$ cat config.mk
export PLATFORM = sky130hd
export DESIGN_NAME = slsc_regs
export DESIGN_NICKNAME = d
export VERILOG_FILES = /design/src/design/slsc_pkg.sv /design/src/design/slsc_eof_if.sv /design/src/design/slsc_eof_marker.sv /design/src/design/slsc_regs.sv
export SDC_FILE = /design/constraint.sdc
export NUM_CORES = 1
export LEC_CHECK = 0
export BUFFER_PORTS_ARGS = -buffer_cell sky130_fd_sc_hd__buf_2
export CAP_MARGIN = 10
export CORE_MARGIN = 2
export CORE_UTILIZATION = 49
export DETAILED_ROUTE_END_ITERATION = 16
export PLACE_DENSITY = 0.78
export SLEW_MARGIN = 15
export SYNTH_ARGS = -nofsm -noshare
export SYNTH_HDL_FRONTEND = slang
export SYNTH_SLANG_ARGS = --single-unit
$ cat constraint.sdc
create_clock -name clock_i -period 1.7 [get_ports clock_i]
set_input_delay 0 -clock clock_i [delete_from_list [all_inputs] [get_ports clock_i]]
set_output_delay 0 -clock clock_i [all_outputs]
set_load 0.05 [all_outputs]
$ cat src/design/slsc_pkg.sv
package slsc_pkg;

	// ----------------------------------------------------------------
	// Register bus geometry
	// ----------------------------------------------------------------
	localparam int SLSC_ADDR_W = 12;
	localparam int SLSC_DATA_W = 8;

	// ----------------------------------------------------------------
	// Register offsets
	// ----------------------------------------------------------------
	localparam logic [11:0] EOF_COMMA_SEL_OFS = 12'h207;
	localparam logic [11:0] LINK_STATUS_OFS = 12'h208;
	localparam logic [11:0] CHAN_PAIR_EN_OFS = 12'h209;

	// ----------------------------------------------------------------
	// Reset values
	// ----------------------------------------------------------------
	localparam logic [7:0] EOF_COMMA_SEL_RST = 8'h00;
	localparam logic [7:0] CHAN_PAIR_EN_RST = 8'h03;

	// ----------------------------------------------------------------
	// Field positions
	// ----------------------------------------------------------------
	localparam int COMMA_SEL_LSB = 0;
	localparam int COMMA_SEL_W = 2;
	localparam int ST_LINK_UP_BIT = 6;
	localparam int ST_SYNC_BIT = 5;
	localparam int ST_REALIGN_BIT = 4;
	localparam int ST_PHASE_SET_BIT = 3;
	localparam int ST_SPLL_BIT = 2;
	localparam int ST_CPLL_BIT = 0;
	localparam int CH_ONE_MODE_BIT = 2;
	localparam int CH_UPPER_BIT = 1;
	localparam int CH_LOWER_BIT = 0;
	localparam int CH_FIELD_W = 3;

	// ----------------------------------------------------------------
	// End-of-frame comma selection and 8B/10B control codes
	// ----------------------------------------------------------------
	typedef enum logic [1:0]
	{
		SLSC_COMMA_K28_7 = 2'h0,
		SLSC_COMMA_K28_1 = 2'h1,
		SLSC_COMMA_K28_5 = 2'h2,
		SLSC_COMMA_RSVD = 2'h3
	} slsc_comma_t;

	localparam logic [7:0] K28_7_CODE = 8'hFC;
	localparam logic [7:0] K28_1_CODE = 8'h3C;
	localparam logic [7:0] K28_5_CODE = 8'hBC;

	// ----------------------------------------------------------------
	// Timing and counts
	// ----------------------------------------------------------------
	localparam int SYNC_STAGES = 2;
	localparam int ASYNC_IN_N = 4;
	localparam int MF_PERIOD_CYC = 16;
	localparam int FULL_CONV = 4;

endpackage

$ cat src/design/slsc_eof_if.sv
`timescale 1ns/100ps

// Lane byte path between the register core and the frame-end marker
interface slsc_eof_if;
	import slsc_pkg::*;

	logic [1:0] comma_sel;
	logic use_8b10b;
	logic [7:0] data_in;
	logic frame_end;
	logic [7:0] data_out;
	logic k_out;

	modport core
	(
		output comma_sel,
		output use_8b10b,
		output data_in,
		output frame_end,
		input data_out,
		input k_out
	);

	modport marker
	(
		input comma_sel,
		input use_8b10b,
		input data_in,
		input frame_end,
		output data_out,
		output k_out
	);
endinterface

$ cat src/design/slsc_eof_marker.sv
`timescale 1ns/100ps

module slsc_eof_marker
	import slsc_pkg::*;
(
	// Clock and reset
	input wire logic clock_i,
	input wire logic rst_n_i,
	// Lane path
	slsc_eof_if.marker eof
);

	// ----------------------------------------------------------------
	// Comma decode
	// ----------------------------------------------------------------
	logic [7:0] comma_code;
	logic [7:0] last_octet_r;
	logic [7:0] data_r;
	logic k_r;
	logic replace;

	// Reserved code falls back to the compliant character
	always_comb
	begin
		unique case (slsc_comma_t'(eof.comma_sel))
			SLSC_COMMA_K28_1: comma_code = K28_1_CODE;
			SLSC_COMMA_K28_5: comma_code = K28_5_CODE;
			default: comma_code = K28_7_CODE;
		endcase
	end

	// Only a repeat of the previous frame's last octet may be swapped
	assign replace = eof.frame_end && eof.use_8b10b && (eof.data_in == last_octet_r);

	// ----------------------------------------------------------------
	// Output stage
	// ----------------------------------------------------------------
	// Remember the true last octet, not the substituted comma
	always_ff @(posedge clock_i)
	begin
		if (!rst_n_i)
			last_octet_r <= 8'h00;
		else if (eof.frame_end)
			last_octet_r <= eof.data_in;
	end

	// One cycle of latency on every byte
	always_ff @(posedge clock_i)
	begin
		if (!rst_n_i)
		begin
			data_r <= 8'h00;
			k_r <= 1'b0;
		end
		else
		begin
			data_r <= replace ? comma_code : eof.data_in;
			k_r <= replace;
		end
	end

	assign eof.data_out = data_r;
	assign eof.k_out = k_r;

	AST_EOF_64B: assert property (@(posedge clock_i) disable iff (!rst_n_i) !eof.use_8b10b |=> !eof.k_out)
		else $error("comma inserted in 64b66b mode");
	AST_EOF_CODE: assert property (@(posedge clock_i) disable iff (!rst_n_i)
		replace && eof.comma_sel == 2'h1 |=> eof.k_out && eof.data_out == K28_1_CODE)
		else $error("wrong end-of-frame comma");
	AST_EOF_ONLY_REPEAT: assert property (@(posedge clock_i) disable iff (!rst_n_i)
		eof.frame_end && eof.data_in != last_octet_r |=> !eof.k_out)
		else $error("comma replaced a fresh octet");

endmodule

$ cat src/design/slsc_regs.sv
`timescale 1ns/100ps

//Contract
// - Comma field: 0 K28.7, 1 K28.1, 2 K28.5, 3 reserved.
// - Comma replaces frame-end octet only when transport allows, not every frame.
// - Comma selection applies to 8B/10B modes only, ignored in 64B/66B.
// - Status bit 6 shows link up.
// - Status bit 5 shows live sync request: 0 asserted, 1 released.
// - Status bit 4 sets on phase realign by SYSREF; write 1 clears.
// - Status bit 3 sets on first SYSREF after enabling; write 1 clears.
// - Status bit 2 shows serializer PLL lock.
// - Status bit 0 shows converter PLL lock.
// - Channel register: single bit 2, upper pair 1, lower pair 0, reset 0x03.
// - Single-channel bit disables channels B, C and D.
// - Upper pair bit enables C and D, lower pair bit enables A and B.
// - One pair off halves converters, lanes ceil half, odd count pads tail.
module slsc_regs
	import slsc_pkg::*;
#(
	parameter int MF_PERIOD = MF_PERIOD_CYC
)
(
	// Clock and reset
	input wire logic clock_i,
	input wire logic rst_n_i,
	// Register port
	input wire logic [SLSC_ADDR_W-1:0] addr_i,
	input wire logic [SLSC_DATA_W-1:0] wdata_i,
	input wire logic wr_i,
	input wire logic rd_i,
	output logic [SLSC_DATA_W-1:0] rdata_o,
	// Link control from the device core
	input wire logic link_enable_i,
	input wire logic enc_8b10b_i,
	input wire logic link_up_i,
	input wire logic [3:0] full_lanes_i,
	// Asynchronous pins
	input wire logic sync_n_i,
	input wire logic sysref_i,
	input wire logic spll_lock_i,
	input wire logic cpll_lock_i,
	// Lane byte path
	input wire logic [7:0] lane_data_i,
	input wire logic frame_end_i,
	output logic [7:0] lane_data_o,
	output logic lane_k_o,
	// Channel configuration
	output logic [3:0] chan_enable_o,
	output logic [2:0] conv_count_o,
	output logic [3:0] lane_count_o,
	output logic tail_pad_o
);

	// ----------------------------------------------------------------
	// Pin synchronisers
	// ----------------------------------------------------------------
	logic [ASYNC_IN_N-1:0] async_in;
	logic [ASYNC_IN_N-1:0] sync_q1_r;
	logic [ASYNC_IN_N-1:0] sync_q2_r;
	logic sync_n_s;
	logic sysref_s;
	logic spll_s;
	logic cpll_s;

	assign async_in = {cpll_lock_i, spll_lock_i, sysref_i, sync_n_i};

	// Two flops per pin; only the second one feeds logic
	generate
		for (genvar g = 0; g < ASYNC_IN_N; g++)
		begin : g_sync
			always_ff @(posedge clock_i)
			begin
				if (!rst_n_i)
				begin
					sync_q1_r[g] <= 1'b0;
					sync_q2_r[g] <= 1'b0;
				end
				else
				begin
					sync_q1_r[g] <= async_in[g];
					sync_q2_r[g] <= sync_q1_r[g];
				end
			end
		end
	endgenerate

	assign sync_n_s = sync_q2_r[0];
	assign sysref_s = sync_q2_r[1];
	assign spll_s = sync_q2_r[2];
	assign cpll_s = sync_q2_r[3];

	// ----------------------------------------------------------------
	// Register decode
	// ----------------------------------------------------------------
	logic sel_comma;
	logic sel_status;
	logic sel_chan;

	assign sel_comma = (addr_i == EOF_COMMA_SEL_OFS);
	assign sel_status = (addr_i == LINK_STATUS_OFS);
	assign sel_chan = (addr_i == CHAN_PAIR_EN_OFS);

	// ----------------------------------------------------------------
	// Comma selection register
	// ----------------------------------------------------------------
	logic [COMMA_SEL_W-1:0] comma_sel_r;

	// Upper bits are not stored; software is expected to write them as zero
	always_ff @(posedge clock_i)
	begin
		if (!rst_n_i)
			comma_sel_r <= EOF_COMMA_SEL_RST[COMMA_SEL_W-1:0];
		else if (wr_i && sel_comma)
			comma_sel_r <= wdata_i[COMMA_SEL_LSB +: COMMA_SEL_W];
	end

	// ----------------------------------------------------------------
	// SYSREF event detection and phase tracking
	// ----------------------------------------------------------------
	logic sysref_d_r;
	logic sysref_edge;
	logic [$clog2(MF_PERIOD)-1:0] mf_cnt_r;
	logic link_en_d_r;
	logic phase_armed_r;
	logic realign_evt;
	logic phase_set_evt;

	// Edge taken from the second flop against a third, never the first
	always_ff @(posedge clock_i)
	begin
		if (!rst_n_i)
			sysref_d_r <= 1'b0;
		else
			sysref_d_r <= sysref_s;
	end

	assign sysref_edge = sysref_s && !sysref_d_r;

	// Local multiframe phase; a SYSREF off phase zero shifts it
	always_ff @(posedge clock_i)
	begin
		if (!rst_n_i)
			mf_cnt_r <= '0;
		else if (sysref_edge || mf_cnt_r == ($clog2(MF_PERIOD))'(MF_PERIOD - 1))
			mf_cnt_r <= '0;
		else
			mf_cnt_r <= mf_cnt_r + 1'b1;
	end

	assign realign_evt = sysref_edge && (mf_cnt_r != '0);

	// Arm on each rising link enable so the next SYSREF marks the phase
	always_ff @(posedge clock_i)
	begin
		if (!rst_n_i)
		begin
			link_en_d_r <= 1'b0;
			phase_armed_r <= 1'b0;
		end
		else
		begin
			link_en_d_r <= link_enable_i;
			if (link_enable_i && !link_en_d_r)
				phase_armed_r <= 1'b1;
			else if (sysref_edge)
				phase_armed_r <= 1'b0;
		end
	end

	assign phase_set_evt = sysref_edge && phase_armed_r;

	// ----------------------------------------------------------------
	// Sticky status flags
	// ----------------------------------------------------------------
	logic realign_flag_r;
	logic phase_set_flag_r;
	logic st_wr;

	assign st_wr = wr_i && sel_status;

	// Set beats write-one-to-clear in the same cycle, so no event is lost
	always_ff @(posedge clock_i)
	begin
		if (!rst_n_i)
			realign_flag_r <= 1'b0;
		else if (realign_evt)
			realign_flag_r <= 1'b1;
		else if (st_wr && wdata_i[ST_REALIGN_BIT])
			realign_flag_r <= 1'b0;
	end

	// Same policy for the multiframe phase flag
	always_ff @(posedge clock_i)
	begin
		if (!rst_n_i)
			phase_set_flag_r <= 1'b0;
		else if (phase_set_evt)
			phase_set_flag_r <= 1'b1;
		else if (st_wr && wdata_i[ST_PHASE_SET_BIT])
			phase_set_flag_r <= 1'b0;
	end

	// Live bits are never stored, so writes to them have no effect
	logic [7:0] status_view;

	always_comb
	begin
		status_view = 8'h00;
		status_view[ST_LINK_UP_BIT] = link_up_i;
		status_view[ST_SYNC_BIT] = sync_n_s;
		status_view[ST_REALIGN_BIT] = realign_flag_r;
		status_view[ST_PHASE_SET_BIT] = phase_set_flag_r;
		status_view[ST_SPLL_BIT] = spll_s;
		status_view[ST_CPLL_BIT] = cpll_s;
	end

	// ----------------------------------------------------------------
	// Channel pair enable register
	// ----------------------------------------------------------------
	logic [CH_FIELD_W-1:0] channel_pair_enable_r;

	// Software must hold calibration and link off while changing this
	always_ff @(posedge clock_i)
	begin
		if (!rst_n_i)
			channel_pair_enable_r <= CHAN_PAIR_EN_RST[CH_FIELD_W-1:0];
		else if (wr_i && sel_chan)
			channel_pair_enable_r <= wdata_i[CH_FIELD_W-1:0];
	end

	// ----------------------------------------------------------------
	// Channel and lane scaling
	// ----------------------------------------------------------------
	logic one_mode;
	logic upper_en;
	logic lower_en;
	logic pair_off;
	logic [3:0] half_lanes;

	assign one_mode = channel_pair_enable_r[CH_ONE_MODE_BIT];
	assign upper_en = channel_pair_enable_r[CH_UPPER_BIT];
	assign lower_en = channel_pair_enable_r[CH_LOWER_BIT];
	assign pair_off = one_mode || (upper_en != lower_en);
	assign half_lanes = (full_lanes_i >> 1) + {3'h0, full_lanes_i[0]};

	// Channel order on the bus is {D, C, B, A}
	always_ff @(posedge clock_i)
	begin
		if (!rst_n_i)
			chan_enable_o <= 4'hF;
		else if (one_mode)
			chan_enable_o <= 4'h1;
		else
			chan_enable_o <= {upper_en, upper_en, lower_en, lower_en};
	end

	// Both pairs off is undefined; report zero converters then
	always_ff @(posedge clock_i)
	begin
		if (!rst_n_i)
		begin
			conv_count_o <= 3'(FULL_CONV);
			lane_count_o <= 4'h0;
			tail_pad_o <= 1'b0;
		end
		else
		begin
			if (one_mode)
				conv_count_o <= 3'h1;
			else if (upper_en && lower_en)
				conv_count_o <= 3'(FULL_CONV);
			else if (pair_off)
				conv_count_o <= 3'(FULL_CONV / 2);
			else
				conv_count_o <= 3'h0;
			lane_count_o <= pair_off ? half_lanes : full_lanes_i;
			tail_pad_o <= pair_off && full_lanes_i[0];
		end
	end

	// ----------------------------------------------------------------
	// Read port
	// ----------------------------------------------------------------
	// Data stand for exactly one cycle; unmapped addresses read zero
	always_ff @(posedge clock_i)
	begin
		if (!rst_n_i)
			rdata_o <= 8'h00;
		else if (rd_i && sel_comma)
			rdata_o <= {6'h00, comma_sel_r};
		else if (rd_i && sel_status)
			rdata_o <= status_view;
		else if (rd_i && sel_chan)
			rdata_o <= {5'h00, channel_pair_enable_r};
		else
			rdata_o <= 8'h00;
	end

	// ----------------------------------------------------------------
	// Frame-end comma insertion
	// ----------------------------------------------------------------
	slsc_eof_if eof_bus ();

	assign eof_bus.comma_sel = comma_sel_r;
	assign eof_bus.use_8b10b = enc_8b10b_i;
	assign eof_bus.data_in = lane_data_i;
	assign eof_bus.frame_end = frame_end_i;

	slsc_eof_marker u_marker
	(
		.clock_i(clock_i),
		.rst_n_i(rst_n_i),
		.eof(eof_bus.marker)
	);

	assign lane_data_o = eof_bus.data_out;
	assign lane_k_o = eof_bus.k_out;

	// ----------------------------------------------------------------
	// Checks
	// ----------------------------------------------------------------
	AST_LINK_UP_READ: assert property (@(posedge clock_i) disable iff (!rst_n_i)
		rd_i && sel_status |=> rdata_o[ST_LINK_UP_BIT] == $past(link_up_i))
		else $error("link up bit mismatch");
	AST_SYNC_READ: assert property (@(posedge clock_i) disable iff (!rst_n_i)
		rd_i && sel_status |=> rdata_o[ST_SYNC_BIT] == $past(sync_n_s))
		else $error("sync bit mismatch");
	AST_REALIGN_SET: assert property (@(posedge clock_i) disable iff (!rst_n_i)
		realign_evt |=> realign_flag_r)
		else $error("realign flag not set");
	AST_REALIGN_CLEAR: assert property (@(posedge clock_i) disable iff (!rst_n_i)
		st_wr && wdata_i[ST_REALIGN_BIT] && !realign_evt |=> !realign_flag_r)
		else $error("realign flag not cleared");
	AST_PHASE_SET: assert property (@(posedge clock_i) disable iff (!rst_n_i)
		link_enable_i && !link_en_d_r ##1 (!sysref_edge)[*2] ##1 sysref_edge
		|=> phase_set_flag_r)
		else $error("phase flag missed first sysref");
	AST_PLL_READ: assert property (@(posedge clock_i) disable iff (!rst_n_i)
		rd_i && sel_status |=> rdata_o[ST_SPLL_BIT] == $past(spll_s) && rdata_o[ST_CPLL_BIT] == $past(cpll_s))
		else $error("pll lock bits mismatch");
	AST_CPLL_LIVE: assert property (@(posedge clock_i) disable iff (!rst_n_i)
		$past(rst_n_i) && $past(rst_n_i, 2) |-> status_view[ST_CPLL_BIT] == $past(cpll_lock_i, 2))
		else $error("converter lock not live");
	AST_CHEN_RESET: assert property (@(posedge clock_i)
		!rst_n_i |=> channel_pair_enable_r == CHAN_PAIR_EN_RST[CH_FIELD_W-1:0])
		else $error("channel register reset wrong");
	AST_ONE_MODE: assert property (@(posedge clock_i) disable iff (!rst_n_i)
		one_mode |=> chan_enable_o == 4'h1 && conv_count_o == 3'h1)
		else $error("single channel mode wrong");
	AST_PAIRS: assert property (@(posedge clock_i) disable iff (!rst_n_i)
		!one_mode |=> chan_enable_o[3:2] == {2{$past(upper_en)}} && chan_enable_o[1:0] == {2{$past(lower_en)}})
		else $error("pair enables wrong");
	AST_LANES: assert property (@(posedge clock_i) disable iff (!rst_n_i)
		pair_off && !one_mode |=> lane_count_o == 4'(({1'b0, $past(full_lanes_i)} + 5'h01) >> 1)
		&& tail_pad_o == $past(full_lanes_i[0]))
		else $error("lane scaling wrong");
	AST_RSVD_ZERO: assert property (@(posedge clock_i) disable iff (!rst_n_i)
		rd_i && sel_status |=> rdata_o[7] == 1'b0 && rdata_o[1] == 1'b0)
		else $error("reserved status bits not zero");
	AST_SET_WINS: assert property (@(posedge clock_i) disable iff (!rst_n_i)
		phase_set_evt && st_wr && wdata_i[ST_PHASE_SET_BIT] |=> phase_set_flag_r)
		else $error("clear beat a set");
	AST_COMMA_LOW: assert property (@(posedge clock_i) disable iff (!rst_n_i)
		wr_i && sel_comma |=> comma_sel_r == $past(wdata_i[1:0]))
		else $error("comma field not stored");

endmodule

==> impl_metrics.json, run 1 <==
{
  "outcome": "completed",
  "slowest_delay_ns": 0.34,
  "setup_tns_ns": 0,
  "grtUsageTotal_pct": 19.83,
  "grt_antenna_before_repair": 0,
  "rr_worst_depth": 5,
  "finClkSkew_ns": 0.01109,
  "path_max_fanout": 6,
  "synth_seq_cells": 57,
  "synthCells": 219,
  "grt_max_degree": 21,
  "vias": 1804,
  "ioPinCount": 73,
  "antennaDiodeCount": 0,
  "p_leak_nw": 1.329,
  "die_w_um": 70.45,
  "dp_hpwl_um": 2969,
  "synth.top_cell.area_share_pct": 52.75,
  "synth.most_common_cell": "dfxtp_1",
  "cts_root_buf": "clkbuf_8",
  "synth_edf_count": 0,
  "clock_sinks": 57,
  "coreArea_mm2": 0.004294,
  "area_growth_pct": 35.34,
  "cts_max_path_buffers": 2,
  "fill_cells": 351,
  "hold_viol": 0,
  "drc": 0,
  "dieArea_mm2": 0.004963,
  "arrival_ns": 1.62,
  "crit_type": "reg2reg",
  "crit_chain": "ha_1, nor2_1, nor2_1, a21oi_1, nor2_1",
  "max-vdd-ir-drop_mv": 0.7331,
  "drv_slew": 0,
  "setup_slack_ns": 0.2585,
  "grt_overflow": 0,
  "rsz0062_at_grt": "no",
  "routabilityCongestion": 0.8633,
  "slew_headroom_pct": 57.41,
  "routed_via_density": 4.889,
  "wl_per_cell_um": 12.28,
  "rows": 24,
  "period_share_pct": 84.79,
  "worst_pin_slew_ns": 0.6382,
  "yosysWarnings": 0,
  "clk_pin_slew_worst_paths_ns": 0.07,
  "dr.pass1.iters": 4,
  "final.min_clock_period_ns": 1.441,
  "drt_iter0_drc": 88,
  "grt_pass1_wl_um": 7659,
  "path_buf_inv": 0,
  "clk_latency_ns": 0.32,
  "hold_class": "in2reg",
  "hp-start": "enc_8b10b_i",
  "synthTopCellsByCount": "dfxtp_1, nor2_1, nand3_1, and2_1, inv_1",
  "drive_gt1_share_pct": 28.71,
  "syn_nets": 269,
  "critical_path.top_delay_family": "simple AND/OR/NAND/NOR gates",
  "die_h_um": 70.45,
  "yosysSeqAreaShare_pct": 52.75,
  "regToRegStartpoint": "channel_pair_enable_r[0]",
  "whs_path_depth": 3,
  "cp.required_ns": 1.88,
  "drv_cap": 0,
  "htree_levels": 3,
  "yosysTopAreaCell": "dfxtp_1",
  "ys_types": 39,
  "hold_end": "u_marker.eof.k_out",
  "startpoint_type": "flip-flop",
  "synth_area_per_cell_um2": 9.878,
  "dp_slack_ns": 0.2777,
  "synthArstFlopShare_pct": 0,
  "synth_top_flop_cell": "dfxtp_1",
  "total_power_mw": 2.802,
  "crit_path_top_delay_cell": "dfxtp_1",
  "cts_tree": "done",
  "crit_top_cell": "nor2_1",
  "power.density_mw_per_mm2": 957.1,
  "setup_viol": 0,
  "rrSetupSlack_ns": 0.26,
  "portBuffers": 68,
  "reg2reg_to": "lane_count_o[2]",
  "ant_nets": 0,
  "ys_top_cells_by_area": "dfxtp_1, mux2i_1, xnor2_1, and2_1, ha_1",
  "cts_buffers": 9,
  "fmax_mhz": 693.7,
  "syn_area_mm2": 0.002163,
  "grt_pass1_vias": 1755,
  "start_util_pct": 50.38,
  "endpoint_kind": "flip-flop",
  "routed_wl_um": 4532,
  "fin_nets": 362
}
[metrics by stage]
stage,cells,hold slack [ns],util [%],cell area (um2)
after global routing,369,0.03970,68.18,2928
after CTS,369,0.01053,68.18,2928
final,369,0.01948,68.18,2928
after global placement,331,0.2042,59.00,2534
after detailed placement,331,0.2091,59.00,2534
after floorplan,219,0.1173,-,2163
[worst max path at each step]
| stage | start | to | slack, ns | cells after the start |
|---|---|---|---|---|
| after floorplan | channel_pair_enable_r[0] | lane_count_o[2] | 0.48 | 5 |
| after global placement | u_marker.last_octet_r[7] | u_marker.eof.data_out[7] | 0.34 | 4 |
| after detailed placement | channel_pair_enable_r[0] | lane_count_o[2] | 0.28 | 5 |
| after CTS | u_marker.last_octet_r[1] | u_marker.eof.data_out[6] | 0.26 | 4 |
| after global routing | lane_data_i[7] | u_marker.eof.data_out[6] | 0.17 | 6 |
| final | channel_pair_enable_r[0] | lane_count_o[2] | 0.26 | 5 |
[report_power, final]
part / total (mW) / leakage, nW / switching (mW) / internal, mW
registers: 1.40 / 0.467 / 0.0196 / 1.38
clock network: 1.08 / 0.0932 / 0.480 / 0.601
logic: 0.318 / 0.768 / 0.176 / 0.141
total: 2.80 / 1.33 / 0.676 / 2.13
[layout make-up]
type	count	area, um2	area share [%]
sequential	57	1141	38.97
multi-input combinational	141	934.6	31.92
clock buffer	13	158.9	5.427
inverter	12	45.04	1.538
tap	52	65.06	2.222
clock inverter	3	15.01	0.5128
timing repair buffer	91	568.0	19.40
[state kept, by name, summed over array words and instances (netlist names)]
| register | flops |
|---|---|
| phase_set_flag_r | 1 |
| sync_n_s | 1 |
| cpll_s | 1 |
| tail_pad_o | 1 |
| conv_count_o | 3 |
| rdata_o | 7 |
| u_marker.eof.k_out | 1 |
| comma_sel_r | 2 |
| realign_flag_r | 1 |
| lane_count_o | 4 |
| sysref_d_r | 1 |
| u_marker.eof.data_out | 8 |
| channel_pair_enable_r | 3 |
| sync_q1_r | 4 |
| phase_armed_r | 1 |
| mf_cnt_r | 4 |
| u_marker.last_octet_r | 8 |
| spll_s | 1 |
| sysref_s | 1 |
| link_en_d_r | 1 |
| chan_enable_o | 3 |
[placed cells by master (no fill, tap or decap), types with 2 or more instances in the layout]
cell type,synthesis,routed
dlygate4sd3_1,0,22
nand2b_1,2,2
buf_2,1,68
clkbuf_8,0,11
nand4_1,2,2
nand3_1,15,15
clkinv_2,0,3
clkbuf_1,6,2
mux2i_1,10,10
nand2_1,11,11
dfxtp_1,57,57
inv_1,12,12
nor3_1,4,4
xnor2_1,10,10
nor2_1,20,20
a21oi_1,10,10
o21ai_0,11,11
nor3b_1,2,2
o21a_1,5,5
ha_1,6,6
and2_1,13,13
[metal layers]
metal	GRT usage [%]	routed length, um
met2	31.97	2207
met3	6.494	255
met1	23.68	1985
met4	9.615	83
met5	0	0
[tightest hold or removal path, delay by kind of cell]
family | cells | cell delay, ns
buffers and inverters | 1 | 0.10
and+or+nand+nor | 2 | 0.20
[kinds of logic after synthesis]
group,synth area share (%)
mux,4.627
other cells,0.1733
buf+inv,4.048
simple gates,21.69
compound gates,8.792
flops,52.75
fa+ha+maj,3.470
xor+xnor,4.453
[repair_timing]
action	CTS	global route
buffers inserted	0	0
gates resized for setup	0	0
hold buffers	22	0
hold endpoints to repair	34	0
Note: power is estimated with default switching activity, not from simulation.
==> run 2: changes to the inputs <==
==> constraint.sdc (replaced) <==
create_clock -name clock_i -period 1.4 [get_ports clock_i]
set_input_delay 0 -clock clock_i [delete_from_list [all_inputs] [get_ports clock_i]]
set_output_delay 0 -clock clock_i [all_outputs]
set_load 0.05 [all_outputs]
==> run 2 against run 1 <==
Effect of this change:
- count of clock-buffer cells in the layout down 2
- sequential share of layout area decreased by 0.72 points
- clock skew is 0.0055 ns lower
- critical path depth grew 2
- routed wire length is 3.2% higher
- first-iteration DRC count decreased by 9.1%
- critical path type is now in2reg
- largest cell class unchanged
- largest power group unchanged
- highest routed layer unchanged
==> impl_metrics.json, run 2 (same netlist as run 1, synthesis figures left out) <==
{
  "outcome": "completed",
  "clk_latency_ns": 0.32,
  "total_power_mw": 3.362,
  "period_share_pct": 92.71,
  "path_max_fanout": 5,
  "rsz0062_at_grt": "no",
  "grtUsageMet1_pct": 21.15,
  "hold_class": "in2reg",
  "layout_common_cells": "buf_2, dfxtp_1, dlygate4sd3_1",
  "portBuffers": 68,
  "crit_type": "in2reg",
  "clk_pin_slew_worst_paths_ns": 0.06,
  "htree_levels": 3,
  "cts_root_buf": "clkbuf_8",
  "hold_viol": 0,
  "die_w_um": 70.45,
  "drc": 0,
  "die_h_um": 70.45,
  "reg2reg_to": "u_marker.eof.data_out[7]",
  "routabilityCongestion": 0.8465,
  "endpoint_kind": "flip-flop",
  "ant_nets": 0,
  "grt_antenna_before_repair": 0,
  "top_usage_layer": "met2",
  "p_leak_nw": 1.362,
  "vias": 1855,
  "drive_gt1_share_pct": 30.25,
  "fmax_mhz": 770.5,
  "hold_end": "rdata_o[2]",
  "rows": 24,
  "layout_commonest_cell": "buf_2",
  "dr.pass1.iters": 4,
  "met2_usage_pct": 34.70,
  "finClkSkew_ns": 0.005590,
  "grt_pass1_wl_um": 7548,
  "dieArea_mm2": 0.004963,
  "clock_sinks": 57,
  "regToRegStartpoint": "u_marker.last_octet_r[5]",
  "drv_slew": 0,
  "drv_cap": 0,
  "setup_viol": 0,
  "arrival_ns": 1.55,
  "final.min_clock_period_ns": 1.298,
  "cts_tree": "done",
  "whs_path_depth": 4,
  "power.density_mw_per_mm2": 1127,
  "grtUsageTotal_pct": 19.93,
  "rr_worst_depth": 5,
  "max-vdd-ir-drop_mv": 0.8657,
  "drt_iter0_drc": 80,
  "ioPinCount": 73,
  "cts_buffers": 9,
  "setup_tns_ns": 0,
  "dp_hpwl_um": 3117,
  "coreArea_mm2": 0.004294,
  "hp-start": "addr_i[6]",
  "grt_overflow": 0,
  "startpoint_type": "input pin",
  "cts_max_path_buffers": 2,
  "start_util_pct": 50.38,
  "rrSetupSlack_ns": 0.11,
  "wl_per_cell_um": 12.44,
  "routed_wl_um": 4678,
  "grt_max_degree": 21,
  "grt_pass1_vias": 1790,
  "fin_nets": 370,
  "area_growth_pct": 37.88,
  "antennaDiodeCount": 0,
  "cp.required_ns": 1.65,
  "routed_via_density": 4.934,
  "whs_ns": 0.01720,
  "grt_use_met3_pct": 7.071
}
-- run 2: changes by cell type in the layout (fill, tap and decap cells not counted), sizes merged --
cell	before	now
buf	69	75
clkbuf	13	11
clkinv	3	4
dlygate4sd3	22	24
-- run 2: worst max-delay path by stage --
stage / startpoint / endpoint / slack [ns] / cells after the start
after global placement: u_marker.last_octet_r[7] / u_marker.eof.data_out[7] / 0.15 / 5
after floorplan: channel_pair_enable_r[0] / lane_count_o[2] / 0.18 / 5
after global routing: u_marker.last_octet_r[5] / u_marker.eof.data_out[7] / 0.004 / 5
after CTS: u_marker.last_octet_r[3] / u_marker.eof.data_out[7] / 0.08 / 5
final: lane_data_i[4] / u_marker.eof.data_out[7] / 0.10 / 7
after detailed placement: u_marker.last_octet_r[3] / u_marker.eof.data_out[7] / 0.09 / 5
-- run 2: metrics by stage --
step | cells | area [um2] | utilization, % | worst slack, ns
5_1_grt | 376 | 2983 | 69.46 | 0.004157
6_report | 376 | 2983 | 69.46 | 0.1021
3_3_place_gp | 337 | 2579 | 60.05 | 0.1470
2_1_floorplan | 219 | 2163 | - | 0.1805
3_5_place_dp | 337 | 2579 | 60.05 | 0.09481
4_1_cts | 376 | 2980 | 69.41 | 0.07646
-- run 2: power breakdown --
group	switching, mW	internal [mW]
combinational	0.219	0.181
sequential	0.0237	1.68
clock	0.592	0.667
total	0.835	2.53
-- run 2: timing repair --
action / CTS / global route
endpoints found under the hold margin: 37 / 0
hold buffers: 24 / 0
resized for setup: 0 / 1
setup endpoints to repair: 0 / 3
buffers inserted: 0 / 0
-- run 2: per-layer routing --
layer  part of all wire, %  up-vias  wire length, um
li1                      -      940                -
met1                    42      855             1976
met2                    51       54             2398
met3                   5.2        6              245
met4                   1.2        0               57
met5                     0        -                0
-- run 2: critical path, cell delays in order --
cell,delay (ns)
dlygate4sd3_1,0.53
buf_2,0.14
xnor2_1,0.14
nand3_1,0.16
nor3_4,0.22
buf_4,0.18
mux2i_1,0.18
-- run 2: area by class of cell --
type / count / area [um2]
multi-input combinational: 141 / 937.1
clock buffer: 11 / 141.4
clock inverter: 4 / 20.02
tap: 52 / 65.06
fill: 339 / 1311
inverter: 12 / 45.04
timing repair buffer: 99 / 633.1
sequential: 57 / 1141
==> run 3: changes to the inputs <==
--- a/config.mk
+++ b/config.mk
@@ -7,10 +7,13 @@
 export LEC_CHECK = 0
 export BUFFER_PORTS_ARGS = -buffer_cell sky130_fd_sc_hd__buf_2
 export CAP_MARGIN = 10
+export CELL_PAD_IN_SITES_DETAIL_PLACEMENT = 0
+export CELL_PAD_IN_SITES_GLOBAL_PLACEMENT = 1
 export CORE_MARGIN = 2
-export CORE_UTILIZATION = 49
+export CORE_UTILIZATION = 37
 export DETAILED_ROUTE_END_ITERATION = 16
-export PLACE_DENSITY = 0.78
+export PLACE_DENSITY_LB_ADDON = 0.1
+export SETUP_SLACK_MARGIN = 0.02
 export SLEW_MARGIN = 15
 export SYNTH_ARGS = -nofsm -noshare
 export SYNTH_HDL_FRONTEND = slang
==> run 3 against run 2 <==
Effect of this change:
- count of clock-buffer cells in the layout is 1 higher
- clock power is 9.5% higher
- utilization is 14 points lower
- first-iteration DRC count is 24% lower
- design area is 3.5% higher
- non-clock buffer count is 6 higher
- fmax is 0.58% lower
- setup slack worse by 0.0075 ns
- clock skew is 0.0023 ns higher
- sequential share of layout area is 1.3 points lower
- critical path depth is 1 lower
- global-route usage is 5.1 points lower
- critical path type unchanged
- critical endpoint is now realign_flag_r
==> impl_metrics.json, run 3 (same netlist as run 1, synthesis figures left out) <==
{
  "setup_tns_ns": 0,
  "crit_chain": "dlygate4sd3_1, buf_2, nor4_4, and3_1, a41oi_1, o21a_1",
  "period_share_pct": 93.24,
  "utilization_pct": 55.38,
  "clockPowerShare_pct": 39.6,
  "grt_pass1_wl_um": 7127,
  "p_sw_share_pct": 24.35,
  "dr.pass1.iters": 4,
  "critical_path.top_delay_family": "buffers and inverters",
  "routabilityCongestion": 0.8040,
  "dp_slack_ns": 0.06489,
  "finClkSkew_ns": 0.007885,
  "cp.required_ns": 1.63,
  "grt_pass1_vias": 1637,
  "cts_root_buf": "clkbuf_8",
  "rsz0062_at_grt": "yes",
  "outcome": "completed",
  "max-vdd-ir-drop_mv": 0.7064,
  "total_power_mw": 3.479,
  "hold_viol": 0,
  "seq_area_mm2": 0.001141,
  "fmax_mhz": 766.0,
  "wl_per_cell_um": 11.36,
  "area_growth_pct": 42.68,
  "ioPinCount": 73,
  "htree_levels": 3,
  "clk_pin_slew_worst_paths_ns": 0.06,
  "path_buf_inv": 2,
  "cts_buffers": 9,
  "power.switching_mw": 0.8472,
  "instances_no_fill": 402,
  "layout_common_cells": "buf_2, dfxtp_1, dlygate4sd3_1",
  "crit_type": "in2reg",
  "endpoint_kind": "flip-flop",
  "seq_power_share_pct": 48.9,
  "drv_cap": 0,
  "rows": 27,
  "whs_ns": 0.01590,
  "fill_cells": 553,
  "combPwrFrac_pct": 11.4,
  "drive_gt1_share_pct": 32.12,
  "clock_sinks": 57,
  "die_h_um": 80.47,
  "start_util_pct": 38.81,
  "drv_slew": 0,
  "coreArea_mm2": 0.005574,
  "path_max_fanout": 6,
  "dp_hpwl_um": 3232,
  "ant_nets": 0,
  "dp.cells": 360,
  "antennaDiodeCount": 0,
  "portBuffers": 68,
  "internal_power_mw": 2.632,
  "drc": 0,
  "layout_commonest_cell": "buf_2",
  "drt_iter0_drc": 61,
  "final.min_clock_period_ns": 1.305,
  "p_leak_nw": 1.404,
  "cts_max_path_buffers": 2,
  "die_w_um": 80.47,
  "grt_antenna_before_repair": 0,
  "startpoint_type": "input pin",
  "clk_latency_ns": 0.33,
  "grt_max_degree": 18,
  "cts_tree": "done",
  "arrival_ns": 1.54,
  "setup_slack_ns": 0.09459,
  "fin_nets": 376,
  "fin_area_mm2": 0.003087,
  "routed_wl_um": 4566,
  "crit_path_top_delay_cell": "dlygate4sd3_1",
  "slowest_delay_ns": 0.53,
  "setup_viol": 0,
  "dieArea_mm2": 0.006475,
  "vias": 1780,
  "routed_via_density": 4.428,
  "grtUsageTotal_pct": 14.86,
  "grt_overflow": 0,
  "placed_cell_area_mm2": 0.002626,
  "hold_class": "in2reg",
  "multi_input_area_um2": 945.9,
  "power.density_mw_per_mm2": 1127
}
[run 3: changes by cell type in the layout (fill, tap and decap cells not counted)]
cell / before / now
o21ai_1: 0 / 3
clkbuf_8: 10 / 12
buf_4: 7 / 11
clkbuf_1: 1 / 0
dlygate4sd3_1: 24 / 25
nand3_2: 0 / 1
o21ai_0: 11 / 7
clkinv_2: 4 / 3
o21ai_2: 0 / 1
buf_6: 0 / 1
nand3_1: 15 / 14
[run 3: repair_timing]
action | CTS | global route
setup endpoints to repair | 0 | 6
hold endpoints to repair | 36 | 0
gates resized for setup | 0 | 8
setup buffers | 0 | 2
hold buffers | 25 | 0
[run 3: cell type report]
type | count | share of cell area, %
Sequential cell | 57 | 36.97
Timing Repair Buffer | 105 | 22.17
Multi-Input combinational cell | 141 | 30.64
Inverter | 12 | 1.459
Tap cell | 72 | 2.919
Clock inverter | 3 | 0.4864
Clock buffer | 12 | 5.351
[run 3: worst register-to-register path: stages (launching register included)]
cell,delay [ns]
dfxtp_1,0.32
xnor2_1,0.20
nand3_2,0.13
nor3_4,0.22
buf_6,0.15
mux2i_1,0.18
[run 3: layer usage]
layer	vias to the layer above	global-route usage (%)	part of all wire [%]
met5	-	0	0
met3	6	8.202	8.8
met4	0	6.102	0.96
li1	952	-	-
met1	766	17.49	45
met2	56	22.33	46
[run 3: worst paths after layout]
kind / startpoint / end / slack (ns) / cells past startpoint
min reg2reg: link_en_d_r / phase_armed_r / 0.40 / 1
min: addr_i[7] / rdata_o[1] / 0.02 / 4
max reg2reg: u_marker.last_octet_r[5] / u_marker.eof.data_out[6] / 0.13 / 5
max: addr_i[6] / realign_flag_r / 0.09 / 6
[run 3: power by group through the flow]
stage	Clock, mW	Combinational, mW	Sequential [mW]
floorplan	0	0.152	1.80
global placement	0	0.343	1.74
detailed placement	0	0.346	1.74
CTS	1.44	0.400	1.70
global route	1.51	0.437	1.71
finish	1.38	0.398	1.70
